--- config.mk ---
export PLATFORM = sky130hd
export DESIGN_NAME = pcm_audio_serial_port
export DESIGN_NICKNAME = d
export VERILOG_FILES = /design/src/verilog/pcm_audio_serial_port.v /design/src/verilog/pin_sync.v
export VERILOG_INCLUDE_DIRS = /design/src /design/src/verilog
export SDC_FILE = /design/constraint.sdc
export NUM_CORES = 1
export LEC_CHECK = 0
export ABC_AREA = 1
export ABC_CLOCK_PERIOD_IN_PS = 3200
export BUFFER_PORTS_ARGS = -buffer_cell sky130_fd_sc_hd__buf_2
export CAP_MARGIN = 20
export CORE_ASPECT_RATIO = 1.1
export CORE_MARGIN = 1.5
export CORE_UTILIZATION = 35
export CTS_BUF_LIST = sky130_fd_sc_hd__clkbuf_4 sky130_fd_sc_hd__clkbuf_8
export DETAILED_ROUTE_END_ITERATION = 8
export MAX_ROUTING_LAYER = met4
export PLACE_DENSITY = 0.57
export RECOVER_POWER = 25
export SYNTH_ARGS = -nofsm -noshare
export SYNTH_HDL_FRONTEND = slang
export SYNTH_HIERARCHICAL = 1
export SYNTH_SLANG_ARGS = --single-unit
--- constraint.sdc ---
create_clock -name clock -period 3.2 [get_ports clock]
set_input_delay 0.8 -clock clock [delete_from_list [all_inputs] [get_ports clock]]
set_output_delay 0.8 -clock clock [all_outputs]
set_load 0.1 [all_outputs]
--- src/verilog/pcm_port_map.vh ---
// Constants for the serial audio port: clock rates, frame layout, rate codes
`ifndef PCM_PORT_MAP_VH
`define PCM_PORT_MAP_VH

// System clock rate and frame rate
`define CLK_KHZ          19'h3D090
`define FRAME_KHZ        8
`define FRAME_US         125

// Sample word
`define SAMPLE_BITS      16
`define SAMPLE_MSB       15

// Bit clock rate codes
`define RATE_256         2'h0
`define RATE_384         2'h1
`define RATE_512         2'h2

// Bit clock rates in kHz
`define BCLK_KHZ_256     256
`define BCLK_KHZ_384     384
`define BCLK_KHZ_512     512

// Bit clock periods per frame, bit clock rate over frame rate
`define BITS_256         7'h20
`define BITS_384         7'h30
`define BITS_512         7'h40

// Accumulator step per clock, two toggles per bit clock period
`define ACC_INC_256      19'h00200
`define ACC_INC_384      19'h00300
`define ACC_INC_512      19'h00400

// Widths
`define ACC_W            19
`define CNT_W            7
`define CNT_MAX          7'h7F

`endif

--- src/verilog/pcm_audio_serial_port.v ---
// Full-duplex serial audio port, master or slave, 16-bit samples
//
// Contract
// Frame sync pulses once per frame, 8 kHz, 125 us period.
// Sync rising edge starts both outgoing and incoming sample together.
// All data bits shift and sample in step with the shared bit clock.
// Transmit and receive run together in the same frames, fixed directions.
// Outgoing samples leave on data out; incoming arrive on data in.
// Samples are 16-bit linear words, most significant bit first.
// Bit clock selectable 256, 384 or 512 kHz: 32, 48, 64 bits/frame.
// Master drives sync and bit clock; slave follows; sync high half frame.
`timescale 1ns/1ns
`include "pcm_port_map.vh"
module pcm_audio_serial_port (
  input  wire        clock,
  input  wire        sys_rst,
  input  wire        clk_en,
  input  wire        master_mode,
  input  wire [1:0]  rate_sel,
  input  wire [15:0] tx_sample,
  output reg         tx_taken,
  output reg  [15:0] rx_sample,
  output reg         rx_valid,
  input  wire        bclk_in,
  output reg         bclk_out,
  output reg         bclk_oe_n,
  input  wire        sync_in,
  output reg         sync_out,
  output reg         sync_oe_n,
  output reg         data_out,
  input  wire        data_in
);

  ////////////////////////////////////////////////////////////////////////////
  // Pin synchronisers: bit clock, sync, data in
  wire [2:0] pin_level;
  wire [2:0] pin_rise;
  wire [2:0] pin_fall;

  pin_sync #(
    .WIDTH (3)
  ) u_pin_sync (
    .clock   (clock),
    .sys_rst (sys_rst),
    .clk_en  (clk_en),
    .pin     ({data_in, sync_in, bclk_in}),
    .level   (pin_level),
    .rise    (pin_rise),
    .fall    (pin_fall)
  );

  wire s_bclk_rise = pin_rise[0];
  wire s_bclk_fall = pin_fall[0];
  wire s_sync_rise = pin_rise[1];
  wire din         = pin_level[2];

  ////////////////////////////////////////////////////////////////////////////
  // Rate selection, taken only at a frame boundary
  reg  [1:0]          rate;
  reg  [`ACC_W-1:0]   inc;
  reg  [`CNT_W-1:0]   frame_bits;
  reg  [`CNT_W-1:0]   frame_last;
  reg  [`CNT_W-1:0]   half_bits;
  wire                rate_ok = (rate_sel == `RATE_256) || (rate_sel == `RATE_384) ||
                                (rate_sel == `RATE_512);

  always @* begin
    case (rate)
      `RATE_256: begin
        inc        = `ACC_INC_256;
        frame_bits = `BITS_256;
      end
      `RATE_384: begin
        inc        = `ACC_INC_384;
        frame_bits = `BITS_384;
      end
      default: begin
        inc        = `ACC_INC_512;
        frame_bits = `BITS_512;
      end
    endcase
    frame_last = frame_bits - 7'h01;
    half_bits  = {1'b0, frame_bits[`CNT_W-1:1]};
  end

  ////////////////////////////////////////////////////////////////////////////
  // Master bit clock: phase accumulator gives exact average rate, since
  // the system clock is no integer multiple of any bit clock; jitter is 4 ns
  reg  [`ACC_W-1:0] acc;
  reg               m_rise;
  reg               m_fall;
  wire [`ACC_W-1:0] acc_sum = acc + inc;
  wire              tick    = master_mode && (acc_sum >= `CLK_KHZ);

  always @(posedge clock or posedge sys_rst) begin
    if (sys_rst) begin
      acc      <= 19'h00000;
      bclk_out <= 1'b0;
      m_rise   <= 1'b0;
      m_fall   <= 1'b0;
    end else if (clk_en) begin
      m_rise <= tick & ~bclk_out;
      m_fall <= tick & bclk_out;
      if (!master_mode) begin
        acc      <= 19'h00000;
        bclk_out <= 1'b0;
      end else if (tick) begin
        acc      <= acc_sum - `CLK_KHZ;
        bclk_out <= ~bclk_out;
      end else begin
        acc <= acc_sum;
      end
    end
  end

  ////////////////////////////////////////////////////////////////////////////
  // Common bit events from whichever side owns the bit clock
  reg  [`CNT_W-1:0] bit_cnt;
  wire bit_rise    = master_mode ? m_rise : s_bclk_rise;
  wire bit_fall    = master_mode ? m_fall : s_bclk_fall;
  // Slave frames start on the sync edge itself, taking priority over a rise
  wire frame_start = master_mode ? (m_rise && bit_cnt >= frame_last)
                                 : s_sync_rise;

  ////////////////////////////////////////////////////////////////////////////
  // Role change drops a frame in flight so the new clock owner starts clean
  reg  mode_q;
  wire mode_flip = mode_q ^ master_mode;

  always @(posedge clock or posedge sys_rst) begin
    if (sys_rst) begin
      mode_q <= 1'b0;
    end else if (clk_en) begin
      mode_q <= master_mode;
    end
  end

  ////////////////////////////////////////////////////////////////////////////
  // Frame counter, sync generation and pin direction
  always @(posedge clock or posedge sys_rst) begin
    if (sys_rst) begin
      rate      <= `RATE_256;
      bit_cnt   <= `CNT_MAX;
      sync_out  <= 1'b0;
      bclk_oe_n <= 1'b1;
      sync_oe_n <= 1'b1;
    end else if (clk_en) begin
      bclk_oe_n <= ~master_mode;
      sync_oe_n <= ~master_mode;
      if (!master_mode) begin
        sync_out <= 1'b0;
      end
      if (mode_flip) begin
        bit_cnt <= `CNT_MAX;
      end else if (frame_start) begin
        bit_cnt <= 7'h00;
        if (rate_ok) begin
          rate <= rate_sel;
        end
        if (master_mode) begin
          sync_out <= 1'b1;
        end
      end else if (bit_rise) begin
        if (bit_cnt != `CNT_MAX) begin
          bit_cnt <= bit_cnt + 7'h01;
        end
        if (master_mode) begin
          sync_out <= (bit_cnt + 7'h01) < half_bits;
        end
      end
    end
  end

  ////////////////////////////////////////////////////////////////////////////
  // Transmit shifter: MSB with the sync edge, zeros after the word
  reg [15:0] tx_shift;

  always @(posedge clock or posedge sys_rst) begin
    if (sys_rst) begin
      tx_shift <= 16'h0000;
      data_out <= 1'b0;
      tx_taken <= 1'b0;
    end else if (clk_en) begin
      tx_taken <= frame_start;
      if (frame_start) begin
        data_out <= tx_sample[`SAMPLE_MSB];
        tx_shift <= {tx_sample[14:0], 1'b0};
      end else if (bit_rise) begin
        if (bit_cnt < (`SAMPLE_BITS - 1)) begin
          data_out <= tx_shift[`SAMPLE_MSB];
          tx_shift <= {tx_shift[14:0], 1'b0};
        end else begin
          data_out <= 1'b0;
        end
      end
    end
  end

  ////////////////////////////////////////////////////////////////////////////
  // Receive shifter runs beside transmit in the same frame
  reg [15:0] rx_shift;
  reg [4:0]  rx_idx;

  always @(posedge clock or posedge sys_rst) begin
    if (sys_rst) begin
      rx_shift  <= 16'h0000;
      rx_idx    <= 5'h10;
      rx_sample <= 16'h0000;
      rx_valid  <= 1'b0;
    end else if (clk_en) begin
      rx_valid <= 1'b0;
      if (mode_flip) begin
        rx_idx <= 5'h10;
      end else if (frame_start) begin
        rx_idx <= 5'h00;
      end else if (bit_fall && rx_idx < `SAMPLE_BITS) begin
        rx_shift <= {rx_shift[14:0], din};
        rx_idx   <= rx_idx + 5'h01;
        if (rx_idx == (`SAMPLE_BITS - 1)) begin
          rx_sample <= {rx_shift[14:0], din};
          rx_valid  <= 1'b1;
        end
      end
    end
  end

endmodule // pcm_audio_serial_port

--- src/verilog/pin_sync.v ---
// Two-flop synchroniser with edge detection, one lane per pin
`timescale 1ns/1ns
module pin_sync #(
  parameter WIDTH = 3
) (
  input  wire             clock,
  input  wire             sys_rst,
  input  wire             clk_en,
  input  wire [WIDTH-1:0] pin,
  output wire [WIDTH-1:0] level,
  output wire [WIDTH-1:0] rise,
  output wire [WIDTH-1:0] fall
);

  ////////////////////////////////////////////////////////////////////////////
  genvar i;
  generate
    for (i = 0; i < WIDTH; i = i + 1) begin : lane
      reg stage1;
      reg stage2;
      reg stage3;
      // Stage1 feeds only stage2; edges come from the settled stages
      always @(posedge clock or posedge sys_rst) begin
        if (sys_rst) begin
          stage1 <= 1'b0;
          stage2 <= 1'b0;
          stage3 <= 1'b0;
        end else if (clk_en) begin
          stage1 <= pin[i];
          stage2 <= stage1;
          stage3 <= stage2;
        end
      end
      assign level[i] = stage2;
      assign rise[i]  = stage2 & ~stage3;
      assign fall[i]  = ~stage2 & stage3;
    end
  endgenerate

endmodule // pin_sync
Word-level counts from Yosys, hierarchy flattened

Index checks and enable logic that the tools add are counted.

Register bits after elaboration: 97
Latch bits: 0
Bits in writable memories: 0
Bits in read-only memories: 0
Input port bits: 25
Output and inout port bits: 23
Memories kept: 0

Add/sub/neg operators: 5
Multipliers: 0
Divide/modulo/power cells: 0
Order comparisons: 5
Equality and inequality tests: 6
Shift operators: 0
Multiplexer cells: 32
Bitwise logic cells: 13
Reductions and logical operators: 20

Operator list:

| operator                                                                              | count |
|---|---|
| 16-bit 2-to-1 mux                                                                     | 3 |
| 19-bit 2-to-1 mux                                                                     | 2 |
| 7-bit 2-to-1 mux                                                                      | 4 |
| 11-bit one-hot mux with 2 select lines                                                | 1 |
| 19-bit adder                                                                          | 1 |
| 19-bit by 18-bit greater-or-equal comparator with 1-bit output, second input constant | 1 |
| 19-bit by 18-bit subtractor with 19-bit output, second input constant                 | 1 |
| 1-bit 2-to-1 mux                                                                      | 18 |
| 5-bit 2-to-1 mux                                                                      | 3 |
| 7-bit one-hot mux with 2 select lines                                                 | 1 |
| 3-bit nonzero test                                                                    | 3 |
| 4-bit AND reduction                                                                   | 2 |
| 7-bit by 1-bit adder with 7-bit output, second input constant                         | 1 |
| 7-bit greater-or-equal comparator                                                     | 1 |
| 7-bit by 4-bit < comparator with 1-bit output, second input constant                  | 1 |
| 7-bit by 6-bit < comparator with 1-bit output                                         | 1 |
| 7-bit != test, second input constant                                                  | 1 |
| 1-bit NOT                                                                             | 7 |
| 7-bit by 1-bit subtractor with 7-bit output, second input constant                    | 1 |
| 2-bit AND reduction                                                                   | 3 |
| 3-bit AND reduction                                                                   | 2 |
| 5-bit by 1-bit adder with 5-bit output, second input constant                         | 1 |
| 1-bit AND                                                                             | 5 |
| 5-bit by 4-bit equality test with 1-bit output, second input constant                 | 1 |
| 10 further kinds                                                                      | 16 |

Longest topological paths before layout

Gate-level depths: netlist (run 1).

Depth in word-level cells: 8
Mapped depth: 19
Gate-level depth less buffers: 19

Hierarchy

The synthesis (run 1) kept the hierarchy.

Modules (own cells, without submodules):

| module                | instances | cells each | area each (um^2) | seq. area each (um^2) |
|---|---|---|---|---|
| pcm_audio_serial_port | 1         | 598        | 4,605.7          | 2,113.3 |
| pin_sync              | 1         | 54         | 412.9            | 225.2 |

Least setup slack after synthesis (run 1)

Ideal clock, no wire load.

Path kind: flip-flop to flip-flop
Start point: register rate[1]
End point: register acc[10]
Arrival: 2,339 ps
Data required time: 3,083 ps
Slack: 743 ps
Stages on the path, launching flop included: 15
Cells stage by stage: dfrtp_1 nor2_1 ha_1 fa_1 nor2_1 nand3_1 o21bai_2 nand3_1 nand2_2 nand2_4 buf_6 nand3_1 nand2_1 nand3_1 nand2_1

Cells in the longest elaborated chain, start to end: 7
Elaborated cells between the ends (all ways): 9
Classes of those cells: add/sub (2); order compare (1); eq/ne (1); mux (3); reduce/logical (2)

RTL lines:

| item                                                                                | RTL line                    | source |
|---|---|---|
| from (decl)                                                                         | pcm_audio_serial_port.v:59  | `reg [1:0] rate;` |
| from (signal assigned)                                                              | pcm_audio_serial_port.v:142 | `` rate <= `RATE_256; `` |
| from (signal assigned)                                                              | pcm_audio_serial_port.v:158 | `rate <= rate_sel;` |
| 2-bit by 1-bit equality test with 1-bit output or 2-bit logical NOT (tied branches) | pcm_audio_serial_port.v:68  | `case (rate)` |
| 11-bit one-hot mux with 2 select lines *                                            | pcm_audio_serial_port.v:68  |  |
| 19-bit adder *                                                                      | pcm_audio_serial_port.v:92  | `` wire [`ACC_W-1:0] acc_sum = acc + inc; `` |
| 19-bit by 18-bit greater-or-equal comparator with 1-bit output (no line)            | n/a                         |  |
| 1-bit logical AND                                                                   | pcm_audio_serial_port.v:93  | `` wire tick = master_mode && (acc_sum >= `CLK_KHZ); `` |
| 19-bit 2-to-1 mux *                                                                 | pcm_audio_serial_port.v:107 | `end else if (tick) begin` |
| 19-bit 2-to-1 mux *                                                                 | pcm_audio_serial_port.v:104 | `if (!master_mode) begin` |
| to (signal assigned)                                                                | pcm_audio_serial_port.v:108 | `` acc <= acc_sum - `CLK_KHZ; `` |
| to (signal assigned)                                                                | pcm_audio_serial_port.v:111 | `acc <= acc_sum;` |
| to (decl)                                                                           | pcm_audio_serial_port.v:89  | `` reg [`ACC_W-1:0] acc; `` |

Mark *: on every way between the ends. The rest lies on a longest branch, timed or not.
A chain may end at the register's enable or synchronous reset.

Worst setup path after layout (run 1)

Start point: register rate[1]
End point: register acc[4]

Cells in the longest elaborated chain, start to end: 7
Elaborated cells between the ends (all ways): 8
Classes of those cells: add/sub (1); order compare (1); eq/ne (1); mux (3); reduce/logical (2)

RTL lines:

| item                                                                                | RTL line |
|---|---|
| 2-bit by 1-bit equality test with 1-bit output or 2-bit logical NOT (tied branches) | pcm_audio_serial_port.v:68 |
| 11-bit one-hot mux with 2 select lines *                                            | pcm_audio_serial_port.v:68 |
| 19-bit adder *                                                                      | pcm_audio_serial_port.v:92 |
| 19-bit by 18-bit greater-or-equal comparator with 1-bit output (no line) *          | n/a |
| 1-bit logical AND *                                                                 | pcm_audio_serial_port.v:93 |
| 19-bit 2-to-1 mux *                                                                 | pcm_audio_serial_port.v:107 |
| 19-bit 2-to-1 mux *                                                                 | pcm_audio_serial_port.v:104 |

Marks and branches as above.

==> results.py, run 1 <==
metrics = {
    "pwr": {
        "ir_worst_vdd_mv": 0.318,
        "power.density_nw_per_um2": 645,
        "leakagePower_nw": 2.78,
    },
    "critical_path": {
        "crit_path_start_kind": "register",
        "worst-setup-path-type": "register to register",
        "crit_arrival_ps": 3170,
        "cp-end-kind": "register",
        "r2r-end": "acc[4]",
        "r2r_cells": 12,
        "critPathMaxFanout": 22,
        "r2r_setup_slack_ps": 320,
        "required_ps": 3490,
        "r2r-start": "rate[1]",
    },
    "clock_network": {
        "cts_tree": "built",
        "ctsHtreeMaxLevel": 3,
        "insertion_delay_ps": 380,
        "root_buffer": "clkbuf_8",
        "numCtsBuffers": 9,
        "cts-resized-gates": 0,
        "path_clk_slew_ps": 100,
        "hold_buffers": 0,
        "clock_path_buffers": 2,
        "cts_setup_buffers": 0,
        "cts.sinks": 92,
    },
    "placed_design": {
        "globalplace.congestion": 0.865,
        "place_hpwl_um": 7600,
        "port-buffer-count": 47,
        "dp.cells": 856,
    },
    "timing": {
        "grt_setup_unrepaired": "false",
        "finalCritPeriodShare": 0.900,
        "max-slew-margin-rel": -0.225,
        "timing.fmax_mhz": 347,
        "skew_ps": 23.1,
        "tightest_slew_ps": 1830,
        "fin_tns_setup_ps": 0,
        "post-route-min-period_ps": 2880,
        "hold_viol": 0,
        "drv_slew": 39,
        "setup_viol": 0,
    },
    "synth": {
        "ys_warn_count": 6,
        "synthesis.nets": 679,
        "synth_area_per_cell_um2": 7.73,
        "syn_inst": 640,
        "synth_area_um2": 4940,
    },
    "floorplan": {
        "row_count": 45,
        "core_um2": 13800,
        "ios": 48,
        "die-width_um": 116,
        "dieArea_um2": 14900,
        "die_y_um": 128,
        "start_util": 0.358,
    },
    "grt": {
        "grt_pass1_vias": 3966,
        "grt-ovfl-total": 0,
        "antenna_found_initial": 0,
        "grt_pass1_wl_um": 18300,
        "grt_usage": 0.159,
        "grt_max_degree": 47,
    },
    "finish": {
        "drive_gt1_frac": 0.149,
        "num_antenna_cells": 0,
        "final_nets": 718,
        "final_core_util": 0.401,
        "syn_to_final_growth_pct": 11.8,
        "finalNonFillerCells": 872,
        "final_cell_mix": "nand2_1, dfrtp_1, inv_1, o21ai_0, nand3_1",
        "nFillCells": 1432,
        "layout_commonest_cell": "nand2_1",
    },
    "outcome": {
        "violations": "max-capacitance violations, max-slew violations",
        "status": "finished, violations left",
    },
    "route": {
        "num_vias": 4190,
        "drt_iter0_drc": 271,
        "viasPerCell": 4.81,
        "drt-total-wl_um": 10600,
        "wire_per_inst_um": 12.2,
        "drc": 0,
        "drt-pass1-iter-count": 4,
        "ant_nets": 0,
    },
    "min_path": {
        "worstHoldPathType": "input pin to asynchronous set/reset pin",
    },
    "flow_run": {
        "drv_cap": 1,
    },
}
## metal layers
metal	vias up	part of all wire	track usage
met4	0	0.017	0.0588
met3	15	0.030	0.0270
met1	2002	0.47	0.197
li1	2106	-	-
met5	-	0	-
met2	67	0.48	0.260
## where the power goes
part	internal, W	leakage [nW]	total, W	switching (W)
Combinational	0.000387	1.49	0.00112	0.000738
Clock	0.000309	0.0990	0.000794	0.000485
Sequential	0.00147	1.18	0.00165	0.000173
## critical path, cell delays in order (launching register included)
cell	delay [ps]
dfrtp_1	460
nor2_1	220
ha_1	280
fa_1	490
nor2_1	240
nand3_1	150
o21bai_2	170
nand3_1	100
nand2_2	100
nand2_4	160
o21ai_4	250
nand2_1	80
o21ai_1	100
## worst max-delay path by stage
stage | startpoint | to | slack (ps) | cells past startpoint
after detailed placement | rate[1] | acc[4] | 360 | 12
after CTS | rate[1] | acc[4] | 330 | 12
after floorplan | sys_rst | acc[10] | 250 | 1
final | rate[1] | acc[4] | 320 | 12
after global routing | rate[1] | acc[4] | 30 | 12
after global placement | rate[1] | acc[7] | 530 | 11
## registers in the layout (all words and copies together), names as in the netlist, 2 cells and up
name / cells
acc: 15
bit_cnt: 7
rate: 2
rx_idx: 5
rx_sample: 16
rx_shift: 15
tx_shift: 15
u_pin_sync/lane.stage1: 3
u_pin_sync/lane.stage2: 3
u_pin_sync/lane.stage3: 2
## area by class of cell
| cell class | instances | area, um^2 | share of cell area |
|---|---|---|---|
| flip-flops and latches | 92 | 2310 | 0.419 |
| multi-input cells | 440 | 2170 | 0.393 |
| inverters | 83 | 313 | 0.0566 |
| repair buffers | 53 | 290 | 0.0525 |
| well taps | 188 | 235 | 0.0426 |
| clock buffers | 9 | 124 | 0.0224 |
| clock inverters | 7 | 80.1 | 0.0145 |
## stage by stage
stage	hold slack [ps]	power [W]	cell area (um^2)	worst slack [ps]
floorplan	442	0.00253	4940	250
global placement	458	0.00275	5330	535
detailed placement	459	0.00279	5330	360
CTS	372	0.00360	5530	332
global route	367	0.00386	5530	26.2
finish	362	0.00357	5530	320
No activity file was read; power rests on OpenSTA's default activity.
==> run 2, diff against run 1 <==
--- a/config.mk
+++ b/config.mk
@@ -15,7 +15,6 @@
 export CORE_UTILIZATION = 35
 export CTS_BUF_LIST = sky130_fd_sc_hd__clkbuf_4 sky130_fd_sc_hd__clkbuf_8
 export DETAILED_ROUTE_END_ITERATION = 8
-export MAX_ROUTING_LAYER = met4
 export PLACE_DENSITY = 0.57
 export RECOVER_POWER = 25
 export SYNTH_ARGS = -nofsm -noshare
==> run 2 against run 1 <==
Compared with the run above: the run still ends with max-capacitance violations, max-slew violations left; count of clock-buffer cells in the layout unchanged; wire length about the same; combinational power about the same; hold slack better by 2.5 ps; critical path type unchanged; critical path depth unchanged; sequential share of layout area unchanged; non-clock buffer count unchanged.
==> results.py, run 2 (synthesized netlist as in run 1, its figures left out) <==
metrics = {
    "outcome": {
        "status": "finished, violations left",
        "violations": "max-capacitance violations, max-slew violations",
    },
    "critical_path": {
        "max_stage_delay_ps": 490,
        "path_buf_inv": 0,
        "crit_family": "simple AND/OR/NAND/NOR gates",
        "critPathMaxFanout": 22,
        "cp-end-kind": "register",
        "required_ps": 3490,
        "path_cells": "nor2_1, ha_1, fa_1, nor2_1, nand3_1, o21bai_2, nand3_1, nand2_2, nand2_4, o21ai_4, nand2_1, o21ai_1",
        "crit_path_start_kind": "register",
        "worst-setup-path-type": "register to register",
        "crit_arrival_ps": 3180,
        "slowest_stage": "fa_1",
    },
    "clock_network": {
        "hold_buffers": 0,
        "cts-resized-gates": 0,
        "clock_path_buffers": 2,
        "numCtsBuffers": 9,
        "cts_setup_buffers": 0,
        "path_clk_slew_ps": 110,
        "cts_tree": "built",
        "ctsHtreeMaxLevel": 3,
        "cts.sinks": 92,
        "insertion_delay_ps": 370,
        "root_buffer": "clkbuf_8",
    },
    "pwr": {
        "ir_worst_vdd_mv": 0.319,
        "power.density_nw_per_um2": 644,
        "leakagePower_nw": 2.78,
        "finalPower_w": 0.00356,
    },
    "floorplan": {
        "die_y_um": 128,
        "start_util": 0.358,
        "row_count": 45,
        "ios": 48,
        "die-width_um": 116,
        "dieArea_um2": 14900,
        "core_um2": 13800,
    },
    "timing": {
        "setup_viol": 0,
        "tightest_slew_ps": 1830,
        "max-slew-margin-rel": -0.228,
        "skew_ps": 19.2,
        "grt_setup_unrepaired": "false",
        "timing.fmax_mhz": 346,
        "holdWs_ps": 364,
        "finalCritPeriodShare": 0.904,
        "drv_slew": 39,
        "hold_viol": 0,
        "post-route-min-period_ps": 2890,
        "fin_tns_setup_ps": 0,
    },
    "finish": {
        "largest_reg_flops": 16,
        "final_cell_mix": "nand2_1, dfrtp_1, inv_1, o21ai_0, nand3_1",
        "final_nets": 718,
        "regMostFlops": "rx_sample",
        "final_core_util": 0.401,
        "num_antenna_cells": 0,
        "drive_gt1_frac": 0.149,
        "layout_commonest_cell": "nand2_1",
        "syn_to_final_growth_pct": 11.8,
    },
    "route": {
        "wire_per_inst_um": 12.2,
        "drt-total-wl_um": 10600,
        "viasPerCell": 4.82,
        "drt_iter0_drc": 246,
        "drc": 0,
        "num_vias": 4201,
        "drt-pass1-iter-count": 5,
        "ant_nets": 0,
    },
    "grt": {
        "grt_max_degree": 47,
        "grt-ovfl-total": 0,
        "grt_pass1_vias": 3977,
        "grt_pass1_wl_um": 18200,
        "grt_usage": 0.154,
        "antenna_found_initial": 0,
    },
    "min_path": {
        "worstHoldPathType": "input pin to asynchronous set/reset pin",
    },
    "placed_design": {
        "port-buffer-count": 47,
        "place_hpwl_um": 7600,
        "globalplace.congestion": 0.851,
    },
    "flow_run": {
        "drv_cap": 1,
    },
}
-- run 2: cell counts in the layout (fill, tap and decap cells not counted) --
Identical to the previous run, type by type.
-- run 2: stage by stage --
stage                     instances  instance area (um^2)  setup WS, ps
after CTS                       872                  5530           332
after global routing            872                  5530          24.9
final                           872                  5530           308
after floorplan                 640                  4940           250
after detailed placement        856                  5330           360
after global placement          856                  5330           535
-- run 2: routing by layer --
metal,part of all wire,vias to the layer above,global-route usage
met1,0.47,2017,0.195
met3,0.026,13,0.0298
met5,0,-,0
met4,0.016,0,0.0545
li1,-,2106,-
met2,0.48,65,0.261
-- run 2: final cells by class --
type,instances,area (um^2)
Tap cell,188,235
Clock buffer,9,124
Multi-Input combinational cell,440,2170
Fill cell,1432,8270
Inverter,83,313
Sequential cell,92,2310
Timing Repair Buffer,53,290
Clock inverter,7,80.1
-- run 2: power by group --
group          switching (W)  leakage (nW)  internal (W)
Combinational       0.000737          1.49      0.000387
Sequential          0.000174          1.18       0.00147
Clock               0.000481        0.0990      0.000309
-- run 2: worst paths after layout --
check	end	depth (start not counted)	slack [ps]	start
worst max-delay path	acc[4]	12	310	rate[1]
worst min-delay path	u_pin_sync/lane[0].stage1	2	360	sys_rst
worst max register to register	acc[4]	12	310	rate[1]
worst min register to register	u_pin_sync/lane[1].stage3	2	480	u_pin_sync/lane[1].stage3
max in group asynchronous	bit_cnt[3]	3	1340	sys_rst
min in group clock	u_pin_sync/lane[1].stage3	2	480	u_pin_sync/lane[1].stage3
==> run 3, diff against run 2 <==
--- a/config.mk
+++ b/config.mk
@@ -6,16 +6,16 @@
 export SDC_FILE = /design/constraint.sdc
 export NUM_CORES = 1
 export LEC_CHECK = 0
-export ABC_AREA = 1
 export ABC_CLOCK_PERIOD_IN_PS = 3200
 export BUFFER_PORTS_ARGS = -buffer_cell sky130_fd_sc_hd__buf_2
 export CAP_MARGIN = 20
 export CORE_ASPECT_RATIO = 1.1
 export CORE_MARGIN = 1.5
-export CORE_UTILIZATION = 35
+export CORE_UTILIZATION = 30
 export CTS_BUF_LIST = sky130_fd_sc_hd__clkbuf_4 sky130_fd_sc_hd__clkbuf_8
+export CTS_CLUSTER_DIAMETER = 120
 export DETAILED_ROUTE_END_ITERATION = 8
-export PLACE_DENSITY = 0.57
+export PLACE_DENSITY = 0.51
 export RECOVER_POWER = 25
 export SYNTH_ARGS = -nofsm -noshare
 export SYNTH_HDL_FRONTEND = slang
==> run 3 against run 2 <==
Compared with the run above: global-route usage down 1.4 points; utilization down 4.8 points; largest power group is now combinational logic; area after synthesis up 5.5%; count of clock-buffer cells in the layout up 1; first-iteration DRC count up 0.81%; the flow still finishes with violations (max-capacitance violations, max-slew violations); clock power up 3.9%.
==> results.py, run 3 <==
metrics = {
    "outcome": {
        "status": "finished, violations left",
        "violations": "max-capacitance violations, max-slew violations",
    },
    "grt": {
        "grt_pass1_vias": 4027,
        "grt-ovfl-total": 0,
        "antenna_found_initial": 0,
        "grt_pass1_wl_um": 20100,
        "grt_usage": 0.140,
        "grt_max_degree": 46,
    },
    "synth": {
        "syn_inst": 498,
        "synth_area_um2": 5220,
        "ys_warn_count": 6,
        "synthesis.nets": 537,
        "synth_area_per_cell_um2": 10.5,
    },
    "floorplan": {
        "start_util": 0.307,
        "dieArea_um2": 18200,
        "die_y_um": 141,
        "row_count": 50,
        "core_um2": 17000,
        "die-width_um": 129,
        "ios": 48,
    },
    "pwr": {
        "leakagePower_nw": 2.73,
        "finalPower_w": 0.00387,
        "power.density_nw_per_um2": 646,
        "ir_worst_vdd_mv": 0.251,
    },
    "timing": {
        "post-route-min-period_ps": 3050,
        "setup_viol": 0,
        "max-slew-margin-rel": -0.296,
        "finalCritPeriodShare": 0.954,
        "tightest_slew_ps": 1930,
        "timing.fmax_mhz": 327,
        "skew_ps": 14.1,
        "fin_tns_setup_ps": 0,
        "drv_slew": 40,
        "hold_viol": 0,
        "setup_ws_ps": 146,
    },
    "clock_network": {
        "ctsHtreeMaxLevel": 3,
        "cts.sinks": 92,
        "insertion_delay_ps": 380,
        "path_clk_slew_ps": 100,
        "root_buffer": "clkbuf_8",
        "clock_path_buffers": 2,
        "numCtsBuffers": 9,
        "cts_tree": "built",
    },
    "route": {
        "viasPerCell": 5.01,
        "drt_iter0_drc": 248,
        "ant_nets": 0,
        "drt-pass1-iter-count": 4,
        "drc": 0,
        "num_vias": 3946,
        "wire_per_inst_um": 15.3,
        "drt-total-wl_um": 12000,
    },
    "placed_design": {
        "place_hpwl_um": 8500,
        "dp_worst_setup_slack_ps": 12.7,
        "globalplace.congestion": 0.889,
        "port-buffer-count": 47,
        "dp.cells": 768,
    },
    "critical_path": {
        "r2r_cells": 11,
        "r2r-start": "rate[0]",
        "worstSetupEndpoint": "acc[15]",
        "worst-setup-path-type": "register to register",
        "r2r_setup_slack_ps": 150,
        "r2r-end": "acc[15]",
        "crit_path_start_kind": "register",
        "crit_arrival_ps": 3340,
        "cp-startpoint": "rate[0]",
        "cp-end-kind": "register",
        "critPathMaxFanout": 7,
        "required_ps": 3490,
    },
    "finish": {
        "layout_commonest_cell": "dfrtp_1",
        "largest_reg_flops": 16,
        "regMostFlops": "rx_sample",
        "finalNonFillerCells": 787,
        "num_antenna_cells": 0,
        "drive_gt1_frac": 0.289,
        "final_nets": 588,
        "final_cell_mix": "dfrtp_1, nand2_1, buf_2, nor2_1, mux2_2",
        "syn_to_final_growth_pct": 14.9,
        "final_core_util": 0.352,
        "nFillCells": 1790,
    },
    "flow_run": {
        "drv_cap": 1,
    },
    "min_path": {
        "worstHoldPathType": "input pin to asynchronous set/reset pin",
    },
}
run 3: critical path: stages (launching register included):
cell	delay (ps)
dfrtp_1	380
nor2b_2	170
ha_1	220
fa_2	430
buf_4	170
xnor2_2	160
and3b_2	300
o32ai_4	190
inv_2	100
a2111o_1	410
a311o_1	350
o311ai_1	80
run 3: through the flow:
stage	area, um^2	hold slack, ps
final	6000	350
after global routing	6000	351
after CTS	5940	343
after detailed placement	5740	471
after global placement	5740	461
after floorplan	5220	449
run 3: report_power, final:
part	switching [W]	leakage, nW	internal, W
Clock	0.000439	0.0992	0.000383
Combinational	0.000925	1.42	0.000618
Sequential	0.000171	1.22	0.00134
run 3: layout make-up:
cell class / count / area (um^2) / share of cell area
well taps: 234 / 293 / 0.0488
flip-flops and latches: 92 / 2310 / 0.386
clock inverters: 5 / 60.1 / 0.0100
clock buffers: 10 / 138 / 0.0230
repair buffers: 70 / 419 / 0.0699
inverters: 16 / 61.3 / 0.0102
multi-input cells: 360 / 2710 / 0.452
run 3: per-layer routing:
metal,vias to the layer above,wire length [um],track usage
li1,1908,-,-
met1,1949,5490,0.174
met5,-,0,0
met3,18,509,0.0366
met4,0,220,0.0544
met2,71,5810,0.232
run 3: what timing repair did:
action,CTS,global route
gates resized for setup,0,13
setup buffers,0,4
endpoints found under the setup margin,0,15
hold buffers,0,0
run 3: how the worst min path moves through the flow:
stage,to,slack [ps]
2_1_floorplan,tx_shift[10],450
4_1_cts,u_pin_sync/lane[1].stage2,340
3_3_place_gp,tx_shift[15],460
5_1_grt,u_pin_sync/lane[1].stage2,350
3_5_place_dp,tx_shift[15],470
6_report,u_pin_sync/lane[1].stage2,350
